File: src/shared/scsev_pkg.sv
// Constants and the byte-swap function shared by the event reporter and its helpers.
// Assumes one clock domain and an APB register port with 32-bit data.
package scsev_pkg;
  // ==========================================================
  // Register byte offsets
  localparam logic [7:0] OFF_CTRL   = 8'h00;  // Feature and mode bits
  localparam logic [7:0] OFF_INFO   = 8'h04;  // Configured event-info size, bytes
  localparam logic [7:0] OFF_SUBSCR = 8'h08;  // Async subscription mask
  localparam logic [7:0] OFF_LUN_LO = 8'h0c;  // Address bytes 0..3
  localparam logic [7:0] OFF_LUN_HI = 8'h10;  // Address bytes 4..7
  localparam logic [7:0] OFF_EVENT  = 8'h14;  // Write raises one event
  localparam logic [7:0] OFF_STATUS = 8'h18;  // Engine state and counters
  // ==========================================================
  // Control bit positions
  localparam int CTRL_HOTPLUG = 0;  // Hotplug feature negotiated
  localparam int CTRL_LEGACY  = 1;  // Legacy interface in use
  localparam int CTRL_GUEST_BE = 2; // Guest native order is big-endian
  localparam int CTRL_EARLY   = 3;  // Send no-event on new buffer after loss
  localparam int CTRL_W       = 4;
  // Event register fields
  localparam int EV_LO_LSB  = 0;   // Reason low byte or asc
  localparam int EV_HI_LSB  = 8;   // Reason high byte or ascq
  localparam int EV_KIND_LSB = 16; // Event code, two bits
  localparam int EV_INQ_LSB = 18;  // Inquiry peripheral type, five bits
  // Status fields
  localparam int ST_LOST = 0;
  localparam int ST_BUSY = 1;
  localparam int ST_DROP_LSB = 8;
  localparam int ST_SUPP_LSB = 16;
  // ==========================================================
  // Record layout and codes
  localparam logic [31:0] EVT_MISSED  = 32'h8000_0000;
  localparam logic [1:0]  EVT_NONE    = 2'h0;
  localparam logic [1:0]  EVT_TRESET  = 2'h1;
  localparam logic [1:0]  EVT_ASYNC   = 2'h2;
  localparam logic [1:0]  EVT_PARAM   = 2'h3;
  localparam logic [7:0]  RST_HARD    = 8'h00;
  localparam logic [7:0]  RST_RESCAN  = 8'h01;
  localparam logic [7:0]  RST_REMOVED = 8'h02;
  localparam logic [4:0]  INQ_MMC     = 5'h05;
  localparam logic [31:0] ASYNC_SUPPORTED = 32'h0000_001a; // Bits 1, 3, 4
  localparam logic [1:0]  REC_LAST_WORD = 2'h3;  // Four words, sixteen bytes
  localparam logic [1:0]  SHORT_LAST_WORD = 2'h0; // Event code only
  localparam logic [15:0] INFO_RESET  = 16'h0010;
  // Sense data
  localparam logic [3:0] KEY_ILLEGAL = 4'h5;
  localparam logic [3:0] KEY_UATTN   = 4'h6;
  localparam logic [7:0] ASC_NOT_SUPP = 8'h25;
  localparam logic [7:0] ASC_RESET   = 8'h29;
  localparam logic [7:0] ASC_LUNS_CHG = 8'h3f;
  localparam logic [7:0] ASCQ_LUNS_CHG = 8'h0e;
  localparam logic [7:0] ASCQ_ZERO   = 8'h00;

  // Byte reversal of one 32-bit field
  function automatic logic [31:0] bswap(input logic [31:0] w);
    bswap = {w[7:0], w[15:8], w[23:16], w[31:24]};
  endfunction
endpackage

File: src/rtl/scsev_pack.sv
// Builds one 32-bit word of an event record in memory byte order.
// Assumes word 0 is the code, words 1-2 the address bytes, word 3 the reason.
`timescale 1ns/10ps
`default_nettype none
module scsev_pack (
  input  wire logic [1:0]  idx,
  input  wire logic [31:0] code,
  input  wire logic [31:0] lun_lo,
  input  wire logic [31:0] lun_hi,
  input  wire logic [31:0] reason,
  input  wire logic        native_be,
  output logic [31:0]      word
);
  // ==========================================================
  // Word select; address bytes are a byte array, never swapped
  always_comb begin
    case (idx)
      2'h0:    word = native_be ? scsev_pkg::bswap(code) : code;
      2'h1:    word = lun_lo;
      2'h2:    word = lun_hi;
      default: word = native_be ? scsev_pkg::bswap(reason) : reason;
    endcase
  end
endmodule
`default_nettype wire

File: src/rtl/scsev_sense.sv
// Maps a reported condition to the sense data later commands will see.
// Assumes the caller only acts on valid for reset and parameter events.
`timescale 1ns/10ps
`default_nettype none
module scsev_sense (
  input  wire logic [1:0] kind,
  input  wire logic [7:0] lo,
  input  wire logic [7:0] hi,
  output logic            valid,
  output logic [3:0]      key,
  output logic [7:0]      asc,
  output logic [7:0]      ascq
);
  // ==========================================================
  // Condition to sense key, asc and qualifier
  always_comb begin
    valid = 1'b1;
    key   = scsev_pkg::KEY_UATTN;
    asc   = lo;
    ascq  = hi;
    case (kind)
      scsev_pkg::EVT_TRESET: begin
        if (lo == scsev_pkg::RST_REMOVED) begin
          key  = scsev_pkg::KEY_ILLEGAL;
          asc  = scsev_pkg::ASC_NOT_SUPP;
          ascq = scsev_pkg::ASCQ_ZERO;
        end else if (lo == scsev_pkg::RST_RESCAN) begin
          asc  = scsev_pkg::ASC_LUNS_CHG;
          ascq = scsev_pkg::ASCQ_LUNS_CHG;
        end else begin
          asc  = scsev_pkg::ASC_RESET;
          ascq = scsev_pkg::ASCQ_ZERO;
        end
      end
      scsev_pkg::EVT_PARAM: valid = 1'b1;
      default: valid = 1'b0;
    endcase
  end
endmodule
`default_nettype wire

File: src/rtl/scsev_top.sv
// Event reporter of a SCSI host device: fills driver-posted event buffers.
// Assumes an APB master and a queue front end that presents one buffer at a time.
`timescale 1ns/10ps
`default_nettype none
// Function
// - Record is code, eight address bytes, reason
// - Lost events set bit 31 next record
// - No internal queue; drop events, throttle bus
// - Short buffer returned at once, code zero
// - Lost no-event sent on next new buffer
// - Reset event uses code one, address filled
// - Reason zero hard, one rescan, two removed
// - Rescan/removed only with hotplug negotiated
// - Unit zero rescan/removed means whole target
// - Reset conditions also reported as sense
// - Async code two, reason within subscription
// - Parameter change code three, asc/ascq, attention
// - No parameter change for inquiry type five
// - Legacy mode uses guest native byte order
// - Subscription answered with supported subset
module scsev_top (
  input  wire logic        pclk,
  input  wire logic        presetn,
  input  wire logic        psel,
  input  wire logic        penable,
  input  wire logic        pwrite,
  input  wire logic [7:0]  paddr,
  input  wire logic [31:0] pwdata,
  output logic             pready,
  output logic [31:0]      prdata,
  output logic             pslverr,
  input  wire logic        buf_avail,
  input  wire logic [15:0] buf_len,
  input  wire logic        buf_no_irq,
  output logic             buf_take,
  output logic             wr_valid,
  output logic [1:0]       wr_index,
  output logic [31:0]      wr_data,
  output logic             used_valid,
  output logic [4:0]       used_len,
  output logic             notify,
  output logic             sense_valid,
  output logic [3:0]       sense_key,
  output logic [7:0]       sense_asc,
  output logic [7:0]       sense_ascq,
  output logic [31:0]      sense_lun_lo,
  output logic [31:0]      sense_lun_hi
);
  // ==========================================================
  // State
  typedef enum logic [1:0] {S_IDLE, S_WRITE, S_DONE} scsev_st_t;

  typedef struct packed {
    logic                       pready;     // Access phase answer
    logic                       pslverr;    // Unmapped address
    logic [31:0]                prdata;     // Read data
    logic [scsev_pkg::CTRL_W-1:0] ctrl;     // Mode bits
    logic [15:0]                info_size;  // Event-info size in bytes
    logic [31:0]                subscr;     // Granted async mask
    logic [31:0]                lun_lo;     // Address bytes 0..3
    logic [31:0]                lun_hi;     // Address bytes 4..7
    scsev_st_t                  st;         // Record engine
    logic                       lost;       // Events were dropped
    logic                       carry;      // Current record holds the lost bit
    logic [7:0]                 dropped;    // Drop count, wraps
    logic [7:0]                 suppressed; // Suppressed count, wraps
    logic [31:0]                code;       // Record code word
    logic [31:0]                reason;     // Record reason word
    logic [1:0]                 idx;        // Word being written
    logic [1:0]                 last;       // Final word index
    logic                       wr_valid;
    logic [1:0]                 wr_index;
    logic [31:0]                wr_data;
    logic                       buf_take;
    logic                       used_valid;
    logic [4:0]                 used_len;
    logic                       notify;
    logic                       sense_valid;
    logic [3:0]                 sense_key;
    logic [7:0]                 sense_asc;
    logic [7:0]                 sense_ascq;
    logic [31:0]                sense_lun_lo;
    logic [31:0]                sense_lun_hi;
  } scsev_state_t;

  scsev_state_t s;       // Registered state
  scsev_state_t next_s;  // Next state

  logic [31:0] pack_word;   // Word from the record builder
  logic        sn_valid;    // Sense mapping applies
  logic [3:0]  sn_key;
  logic [7:0]  sn_asc;
  logic [7:0]  sn_ascq;

  // Event register fields of the current write
  logic [7:0] ev_lo;
  logic [7:0] ev_hi;
  logic [1:0] ev_kind;
  logic [4:0] ev_inq;
  assign ev_lo   = pwdata[scsev_pkg::EV_LO_LSB +: 8];
  assign ev_hi   = pwdata[scsev_pkg::EV_HI_LSB +: 8];
  assign ev_kind = pwdata[scsev_pkg::EV_KIND_LSB +: 2];
  assign ev_inq  = pwdata[scsev_pkg::EV_INQ_LSB +: 5];

  // ==========================================================
  // Helpers
  scsev_pack u_pack (
    .idx       (s.idx),
    .code      (s.code),
    .lun_lo    (s.lun_lo),
    .lun_hi    (s.lun_hi),
    .reason    (s.reason),
    .native_be (s.ctrl[scsev_pkg::CTRL_LEGACY] & s.ctrl[scsev_pkg::CTRL_GUEST_BE]),
    .word      (pack_word)
  );

  scsev_sense u_sense (
    .kind  (ev_kind),
    .lo    (ev_lo),
    .hi    (ev_hi),
    .valid (sn_valid),
    .key   (sn_key),
    .asc   (sn_asc),
    .ascq  (sn_ascq)
  );

  // ==========================================================
  // Next state
  always_comb begin
    logic       access;    // Access phase waiting for an answer
    logic       commit;    // Edge at which the master takes the answer
    logic       ev_write;  // Commit of a write to the event register
    logic       hotplug;   // Reason needs the hotplug feature
    logic       suppress;  // Event never allowed out
    logic       drop;      // Event lost for want of a buffer
    logic       set_lost;  // Lost flag set this cycle
    logic       clr_lost;  // Lost flag delivered this cycle
    logic       short_buf; // Buffer below the configured size
    logic       mapped;    // Address hits a register
    logic [31:0] rd;       // Read mux
    access   = 1'b0;
    commit   = 1'b0;
    ev_write = 1'b0;
    hotplug  = 1'b0;
    suppress = 1'b0;
    drop     = 1'b0;
    set_lost = 1'b0;
    clr_lost = 1'b0;
    short_buf = 1'b0;
    mapped   = 1'b1;
    rd       = 32'h0000_0000;
    next_s   = s;
    // Pulses last one cycle
    next_s.pready      = 1'b0;
    next_s.buf_take    = 1'b0;
    next_s.wr_valid    = 1'b0;
    next_s.used_valid  = 1'b0;
    next_s.notify      = 1'b0;
    next_s.sense_valid = 1'b0;

    access    = psel & penable & ~s.pready;
    commit    = psel & penable & s.pready;
    short_buf = buf_len < s.info_size;

    // Read mux and decode
    case (paddr)
      scsev_pkg::OFF_CTRL:   rd = {{(32-scsev_pkg::CTRL_W){1'b0}}, s.ctrl};
      scsev_pkg::OFF_INFO:   rd = {16'h0000, s.info_size};
      scsev_pkg::OFF_SUBSCR: rd = s.subscr;
      scsev_pkg::OFF_LUN_LO: rd = s.lun_lo;
      scsev_pkg::OFF_LUN_HI: rd = s.lun_hi;
      scsev_pkg::OFF_EVENT:  rd = 32'h0000_0000;
      scsev_pkg::OFF_STATUS: begin
        rd[scsev_pkg::ST_LOST] = s.lost;
        rd[scsev_pkg::ST_BUSY] = (s.st != S_IDLE);
        rd[scsev_pkg::ST_DROP_LSB +: 8] = s.dropped;
        rd[scsev_pkg::ST_SUPP_LSB +: 8] = s.suppressed;
      end
      default: mapped = 1'b0;
    endcase

    // Answer; an event write waits for the engine, which throttles the source
    if (access && !(pwrite && paddr == scsev_pkg::OFF_EVENT && s.st != S_IDLE)) begin
      next_s.pready  = 1'b1;
      next_s.pslverr = ~mapped;
      next_s.prdata  = pwrite ? 32'h0000_0000 : rd;
    end

    // Register writes take effect at the committing edge only
    if (commit && pwrite && mapped) begin
      case (paddr)
        scsev_pkg::OFF_CTRL:   next_s.ctrl = pwdata[scsev_pkg::CTRL_W-1:0];
        scsev_pkg::OFF_INFO:   next_s.info_size = pwdata[15:0];
        scsev_pkg::OFF_SUBSCR: next_s.subscr = pwdata & scsev_pkg::ASYNC_SUPPORTED;
        scsev_pkg::OFF_LUN_LO: next_s.lun_lo = pwdata;
        scsev_pkg::OFF_LUN_HI: next_s.lun_hi = pwdata;
        scsev_pkg::OFF_EVENT:  ev_write = 1'b1;
        default: ev_write = 1'b0;
      endcase
    end

    // ==========================================================
    // Event admission
    if (ev_write) begin
      hotplug  = (ev_kind == scsev_pkg::EVT_TRESET) && (ev_lo != scsev_pkg::RST_HARD);
      suppress = (hotplug && !s.ctrl[scsev_pkg::CTRL_HOTPLUG])
               | ((ev_kind == scsev_pkg::EVT_PARAM) && (ev_inq == scsev_pkg::INQ_MMC));
      // Reset and parameter conditions also become sense data
      if (sn_valid && !suppress) begin
        next_s.sense_valid  = 1'b1;
        next_s.sense_key    = sn_key;
        next_s.sense_asc    = sn_asc;
        next_s.sense_ascq   = sn_ascq;
        next_s.sense_lun_lo = s.lun_lo;
        next_s.sense_lun_hi = s.lun_hi;
      end
      if (suppress) begin
        next_s.suppressed = s.suppressed + 8'h01;
      end else if (!buf_avail || short_buf) begin
        drop = 1'b1;
        next_s.dropped = s.dropped + 8'h01;
      end else begin
        // Unit zero is passed as written; the driver widens it to the target
        next_s.code   = {30'h0, ev_kind} | (s.lost ? scsev_pkg::EVT_MISSED : 32'h0);
        next_s.carry  = s.lost;
        case (ev_kind)
          scsev_pkg::EVT_TRESET: next_s.reason = {24'h0, ev_lo};
          scsev_pkg::EVT_ASYNC:  next_s.reason = {16'h0, ev_hi, ev_lo} & s.subscr;
          scsev_pkg::EVT_PARAM:  next_s.reason = {16'h0, ev_hi, ev_lo};
          default:               next_s.reason = 32'h0000_0000;
        endcase
        next_s.last     = scsev_pkg::REC_LAST_WORD;
        next_s.idx      = 2'h0;
        next_s.buf_take = 1'b1;
        next_s.st       = S_WRITE;
      end
    end else if (s.st == S_IDLE && !(psel && penable) && buf_avail) begin
      // Buffers that arrive with nothing to report
      if (short_buf) begin
        next_s.code   = s.lost ? scsev_pkg::EVT_MISSED : 32'h0000_0000;
        next_s.carry  = s.lost;
        next_s.reason = 32'h0000_0000;
        next_s.last   = scsev_pkg::SHORT_LAST_WORD;
        next_s.idx    = 2'h0;
        next_s.buf_take = 1'b1;
        next_s.st     = S_WRITE;
      end else if (s.lost && s.ctrl[scsev_pkg::CTRL_EARLY]) begin
        next_s.code   = scsev_pkg::EVT_MISSED;
        next_s.carry  = 1'b1;
        next_s.reason = 32'h0000_0000;
        next_s.last   = scsev_pkg::REC_LAST_WORD;
        next_s.idx    = 2'h0;
        next_s.buf_take = 1'b1;
        next_s.st     = S_WRITE;
      end
    end

    // ==========================================================
    // Record engine
    case (s.st)
      S_IDLE: begin
      end
      S_WRITE: begin
        next_s.wr_valid = 1'b1;
        next_s.wr_index = s.idx;
        next_s.wr_data  = pack_word;
        next_s.idx      = s.idx + 2'h1;
        if (s.idx == s.last) begin
          next_s.st = S_DONE;
        end
      end
      S_DONE: begin
        next_s.used_valid = 1'b1;
        next_s.used_len   = {s.last, 2'b00} + 5'h04;
        next_s.notify     = ~buf_no_irq;
        clr_lost          = s.carry;
        next_s.carry      = 1'b0;
        next_s.st         = S_IDLE;
      end
      default: next_s.st = S_IDLE;
    endcase

    // A drop in the delivery cycle keeps the flag: set wins
    set_lost    = drop;
    next_s.lost = (s.lost & ~clr_lost) | set_lost;
  end

  // ==========================================================
  // State register
  always_ff @(posedge pclk or negedge presetn) begin
    if (!presetn) begin
      s           <= '0;
      s.st        <= S_IDLE;
      s.info_size <= scsev_pkg::INFO_RESET;
    end else begin
      s <= next_s;
    end
  end

  // ==========================================================
  // Outputs straight from the state register
  assign pready       = s.pready;
  assign prdata       = s.prdata;
  assign pslverr      = s.pslverr;
  assign buf_take     = s.buf_take;
  assign wr_valid     = s.wr_valid;
  assign wr_index     = s.wr_index;
  assign wr_data      = s.wr_data;
  assign used_valid   = s.used_valid;
  assign used_len     = s.used_len;
  assign notify       = s.notify;
  assign sense_valid  = s.sense_valid;
  assign sense_key    = s.sense_key;
  assign sense_asc    = s.sense_asc;
  assign sense_ascq   = s.sense_ascq;
  assign sense_lun_lo = s.sense_lun_lo;
  assign sense_lun_hi = s.sense_lun_hi;
endmodule
`default_nettype wire

File: config.mk
export PLATFORM = sky130hd
export DESIGN_NAME = scsev_top
export DESIGN_NICKNAME = d
export VERILOG_FILES = /design/src/shared/scsev_pkg.sv /design/src/rtl/scsev_pack.sv /design/src/rtl/scsev_sense.sv /design/src/rtl/scsev_top.sv
export SDC_FILE = /design/constraint.sdc
export NUM_CORES = 1
export LEC_CHECK = 0
export ABC_AREA = 0
export BUFFER_PORTS_ARGS = -buffer_cell sky130_fd_sc_hd__buf_2
export CORE_MARGIN = 1.5
export CORE_UTILIZATION = 45
export CTS_BUF_LIST = sky130_fd_sc_hd__clkbuf_2
export CTS_CLUSTER_SIZE = 28
export DETAILED_ROUTE_END_ITERATION = 7
export PLACE_DENSITY = 0.74
export SLEW_MARGIN = 20
export SYNTH_ARGS = -nofsm -noshare
export SYNTH_HDL_FRONTEND = slang
export SYNTH_HIERARCHICAL = 1
export SYNTH_SLANG_ARGS = --single-unit
File: constraint.sdc
create_clock -name pclk -period 8.5 [get_ports pclk]
set_clock_uncertainty 0.15 [all_clocks]
set_input_delay 1.7 -clock pclk [delete_from_list [all_inputs] [get_ports pclk]]
set_output_delay 1.7 -clock pclk [all_outputs]
set_load 0.05 [all_outputs]
==> insert_results.sql <==
INSERT INTO impl_metrics (metric_group, metric, value, unit) VALUES
('layout', 'layout-area-overhead-vs-synth', '7.683', '%'),
('routing', 'drtIter0Drc', '560', ''),
('timing', 'layout_min_cycle_time', '4.189', 'ns'),
('layout', 'final_cell_count_no_fill', '1959', ''),
('clock_network', 'cts_hold_repair.buffers', '0', ''),
('place', 'dpl.hpwl', '26.14', 'mm'),
('clock_network', 'cts.path.max_buffers', '3', ''),
('die', 'core', '33620', 'sq um'),
('synth', 'yosys_warn_count', '6', ''),
('synth', 'mappedNetlistArea', '15420', 'sq um'),
('timing', 'worstMarginPinSlew', '1.051', 'ns'),
('clock_network', 'clock_insertion_delay_worst_skew', '0.83', 'ns'),
('place', 'place_area', '15900', 'sq um'),
('place', 'gp_routability_congestion', '0.8413', ''),
('layout', 'filler_cell_count', '3052', ''),
('synth', 'synth-main-ff-cell', 'sky130_fd_sc_hd__dfrtp_1', ''),
('pwr', 'power.static_leakage', '8.804', 'nW'),
('clock_network', 'post_cts_buffers', '0', ''),
('global_route', 'grt_start_max_net_pins', '164', ''),
('layout', 'nets', '1539', ''),
('timing', 'count_of_pins_over_their_slew_limit', '0', ''),
('die', 'dieArea', '35390', 'sq um'),
('global_route', 'antenna_found_initial', '1', ''),
('die', 'die_span_in_y', '188.1', 'microns'),
('synth', 'synth_area_leaders', 'sky130_fd_sc_hd__dfrtp_1 (47%), sky130_fd_sc_hd__mux2_2 (8.7%), sky130_fd_sc_hd__buf_4 (7.7%), sky130_fd_sc_hd__mux2_1 (5.3%), sky130_fd_sc_hd__mux2_4 (4.9%)', ''),
('die', 'boundaryPins', '225', ''),
('place', 'place.detailed.instances', '1826', ''),
('timing', 'timing.fmax', '238.7', 'MHz'),
('outcome', 'run_status', 'finished clean', ''),
('synth', 'ys_seq_elements', '288', ''),
('timing', 'timing.final.ws_setup', '4.311', 'ns'),
('die', 'rows', '67', ''),
('routing', 'vias', '10330', ''),
('timing', 'tns', '0', 'ns'),
('timing', 'rsz0062_at_grt', 'false', ''),
('hold_path', 'hold_wc_path_type', 'flip-flop to flip-flop', ''),
('layout', 'layout-drive-gt1-share', '37.81', '%'),
('routing', 'drt_drc_violations_left', '0', ''),
('layout', 'postLayoutCellArea', '16610', 'sq um'),
('timing', 'maxSlewHeadroom', '29.95', '%'),
('synth', 'syn_inst', '1283', ''),
('timing', 'setup_violations', '0', ''),
('setup_path', 'critical_path.startpoint_type', 'primary input', ''),
('synth', 'synth_top_area_share', '46.57', '%'),
('clock_network', 'cts_sinks', '288', ''),
('synth', 'asyncSetResetFlopFracSynth', '100.0', '%'),
('synth', 'synth_seq_area_share', '46.74', '%'),
('pwr', 'power-per-cell-area', '203.1', 'nW/um^2'),
('routing', 'antenna_left', '0', ''),
('timing', 'final_period_util', '49.28', '%'),
('timing', 'final-hold-violation-count', '0', ''),
('run', 'max_cap_viols', '0', ''),
('timing', 'finalHoldWorstSlack', '0.3270', 'ns'),
('die', 'initial_cell_density_of_the_core', '45.87', '%'),
('routing', 'viasPerCell', '5.271', ''),
('clock_network', 'cts-buffers-inserted', '79', ''),
('synth', 'yosysUniqueCellTypes', '70', ''),
('die', 'die_w', '188.1', 'microns'),
('global_route', 'overflow', '0', ''),
('clock_network', 'tritoncts_clock_tree', 'yes', ''),
('setup_path', 'r2r_setup_slack', '4.88', 'ns'),
('synth', 'synth_area_leader_cell', 'sky130_fd_sc_hd__dfrtp_1', ''),
('setup_path', 'critical_path_peak_fanout', '23', ''),
('clock_network', 'cts_root_buf', 'sky130_fd_sc_hd__clkbuf_2', ''),
('synth', 'avgSynthCellArea', '12.02', 'sq um'),
('global_route', 'first_global_vias', '10750', ''),
('synth', 'synth.most_common_cell', 'sky130_fd_sc_hd__dfrtp_1', ''),
('place', 'port_buffers', '221', ''),
('global_route', 'global_route_wire_length_before_repair', '60.87', 'mm'),
('setup_path', 'setup.worst_path.class', 'primary input to flip-flop', ''),
('clock_network', 'h-tree-depth', '3', '');
==> cell type report <==
class	count	area (sq um)	area share (%)
diodes	1	2.502	0.01507
clock buffers	111	555.5	3.345
clock inverters	21	145.1	0.8740
inverters	43	161.4	0.9720
multi-input cells	818	6778	40.82
flip-flops and latches	288	7211	43.42
well taps	448	560.5	3.376
repair buffers	229	1192	7.181
==> per-stage QoR <==
stage	total power [mW]	util [%]
6_report	3.372	49.40
3_5_place_dp	2.417	47.30
4_1_cts	3.415	49.38
2_1_floorplan	2.247	-
3_3_place_gp	2.396	47.30
5_1_grt	3.560	49.40
==> registers in the layout, summed over array words and instances (netlist names), 2 cells and up <==
name and count:
sense_key 4, sense_lun_lo 32, sense_asc 8, s 129, wr_index 2, sense_lun_hi 32
prdata 32, sense_ascq 8, used_len 2, wr_data 32
==> cells by family after synthesis <==
| logic type | Yosys count | synth area share [%] |
|---|---|---|
| flops | 288 | 46.74 |
| buf+inv | 269 | 11.66 |
| xor+xnor | 16 | 0.9088 |
| compound gates | 133 | 6.028 |
| simple gates | 265 | 8.406 |
| other cells | 3 | 0.07302 |
| mux | 292 | 24.80 |
| fa+ha+maj | 17 | 1.379 |
==> metal layers <==
metal  global-route usage, %  wire length, microns  up-vias
met1                   27.48                 16030     5238
met3                   5.671                  2476       87
met5                       0                     0        -
met4                   9.015                  1255        0
met2                   37.50                 19370      353
li1                        -                     -     4648
==> layout by cell type, fill, tap and decap left out, types with 3 or more instances in the layout <==
cell and count:
sky130_fd_sc_hd__or3_1 5, sky130_fd_sc_hd__nand2_4 3, sky130_fd_sc_hd__a22o_1 20, sky130_fd_sc_hd__and2_1 9, sky130_fd_sc_hd__clkinv_2 4, sky130_fd_sc_hd__a22oi_1 10
sky130_fd_sc_hd__a221oi_1 10, sky130_fd_sc_hd__ha_1 17, sky130_fd_sc_hd__xnor2_1 8, sky130_fd_sc_hd__mux2i_1 18, sky130_fd_sc_hd__a21oi_1 24, sky130_fd_sc_hd__o21ai_0 40
sky130_fd_sc_hd__conb_1 95, sky130_fd_sc_hd__and3_1 4, sky130_fd_sc_hd__a211oi_1 3, sky130_fd_sc_hd__nand2_1 172, sky130_fd_sc_hd__inv_1 41, sky130_fd_sc_hd__mux2_4 50
sky130_fd_sc_hd__nor4_1 7, sky130_fd_sc_hd__clkbuf_2 111, sky130_fd_sc_hd__xor2_1 8, sky130_fd_sc_hd__buf_2 220, sky130_fd_sc_hd__o32ai_1 6, sky130_fd_sc_hd__buf_4 6
sky130_fd_sc_hd__mux2_2 119, sky130_fd_sc_hd__nor2_1 9, sky130_fd_sc_hd__nor3_1 3, sky130_fd_sc_hd__a31oi_1 3, sky130_fd_sc_hd__clkinv_1 14, sky130_fd_sc_hd__dfrtp_1 285
sky130_fd_sc_hd__nor3b_1 5, sky130_fd_sc_hd__mux4_2 33, sky130_fd_sc_hd__nand3_1 7, sky130_fd_sc_hd__nand4_1 9, sky130_fd_sc_hd__nand2b_1 7, sky130_fd_sc_hd__mux2_1 72
==> power by group <==
part	switching, mW	leakage [nW]	total (mW)	internal [mW]
Clock	0.578	0.530	0.987	0.410
Combinational	0.548	4.31	0.807	0.259
Sequential	0.118	3.97	1.58	1.46
Total	1.24	8.80	3.37	2.13
==> worst max-delay path, cell delays in order <==
cell and delay, ns:
sky130_fd_sc_hd__buf_2 0.12, sky130_fd_sc_hd__ha_1 0.32, sky130_fd_sc_hd__and4_1 0.25, sky130_fd_sc_hd__nand4_1 0.16
sky130_fd_sc_hd__or4_1 0.61, sky130_fd_sc_hd__a31oi_2 0.44, sky130_fd_sc_hd__a2bb2oi_2 0.16, sky130_fd_sc_hd__inv_2 0.50
sky130_fd_sc_hd__mux2_2 0.41
==> final timing paths <==
| kind | startpoint | endpoint | depth (start not counted) |
|---|---|---|---|
| max in group asynchronous | presetn | sense_lun_hi[0] | 2 |
| max reg2reg | s[326] | s[135] | 9 |
| max | buf_len[15] | s[135] | 9 |
| min | wr_data[27] | wr_data[27] | 2 |
| min reg2reg | wr_data[27] | wr_data[27] | 2 |
| min in group asynchronous | presetn | s[262] | 1 |
Note: power is estimated with default switching activity, not from simulation.
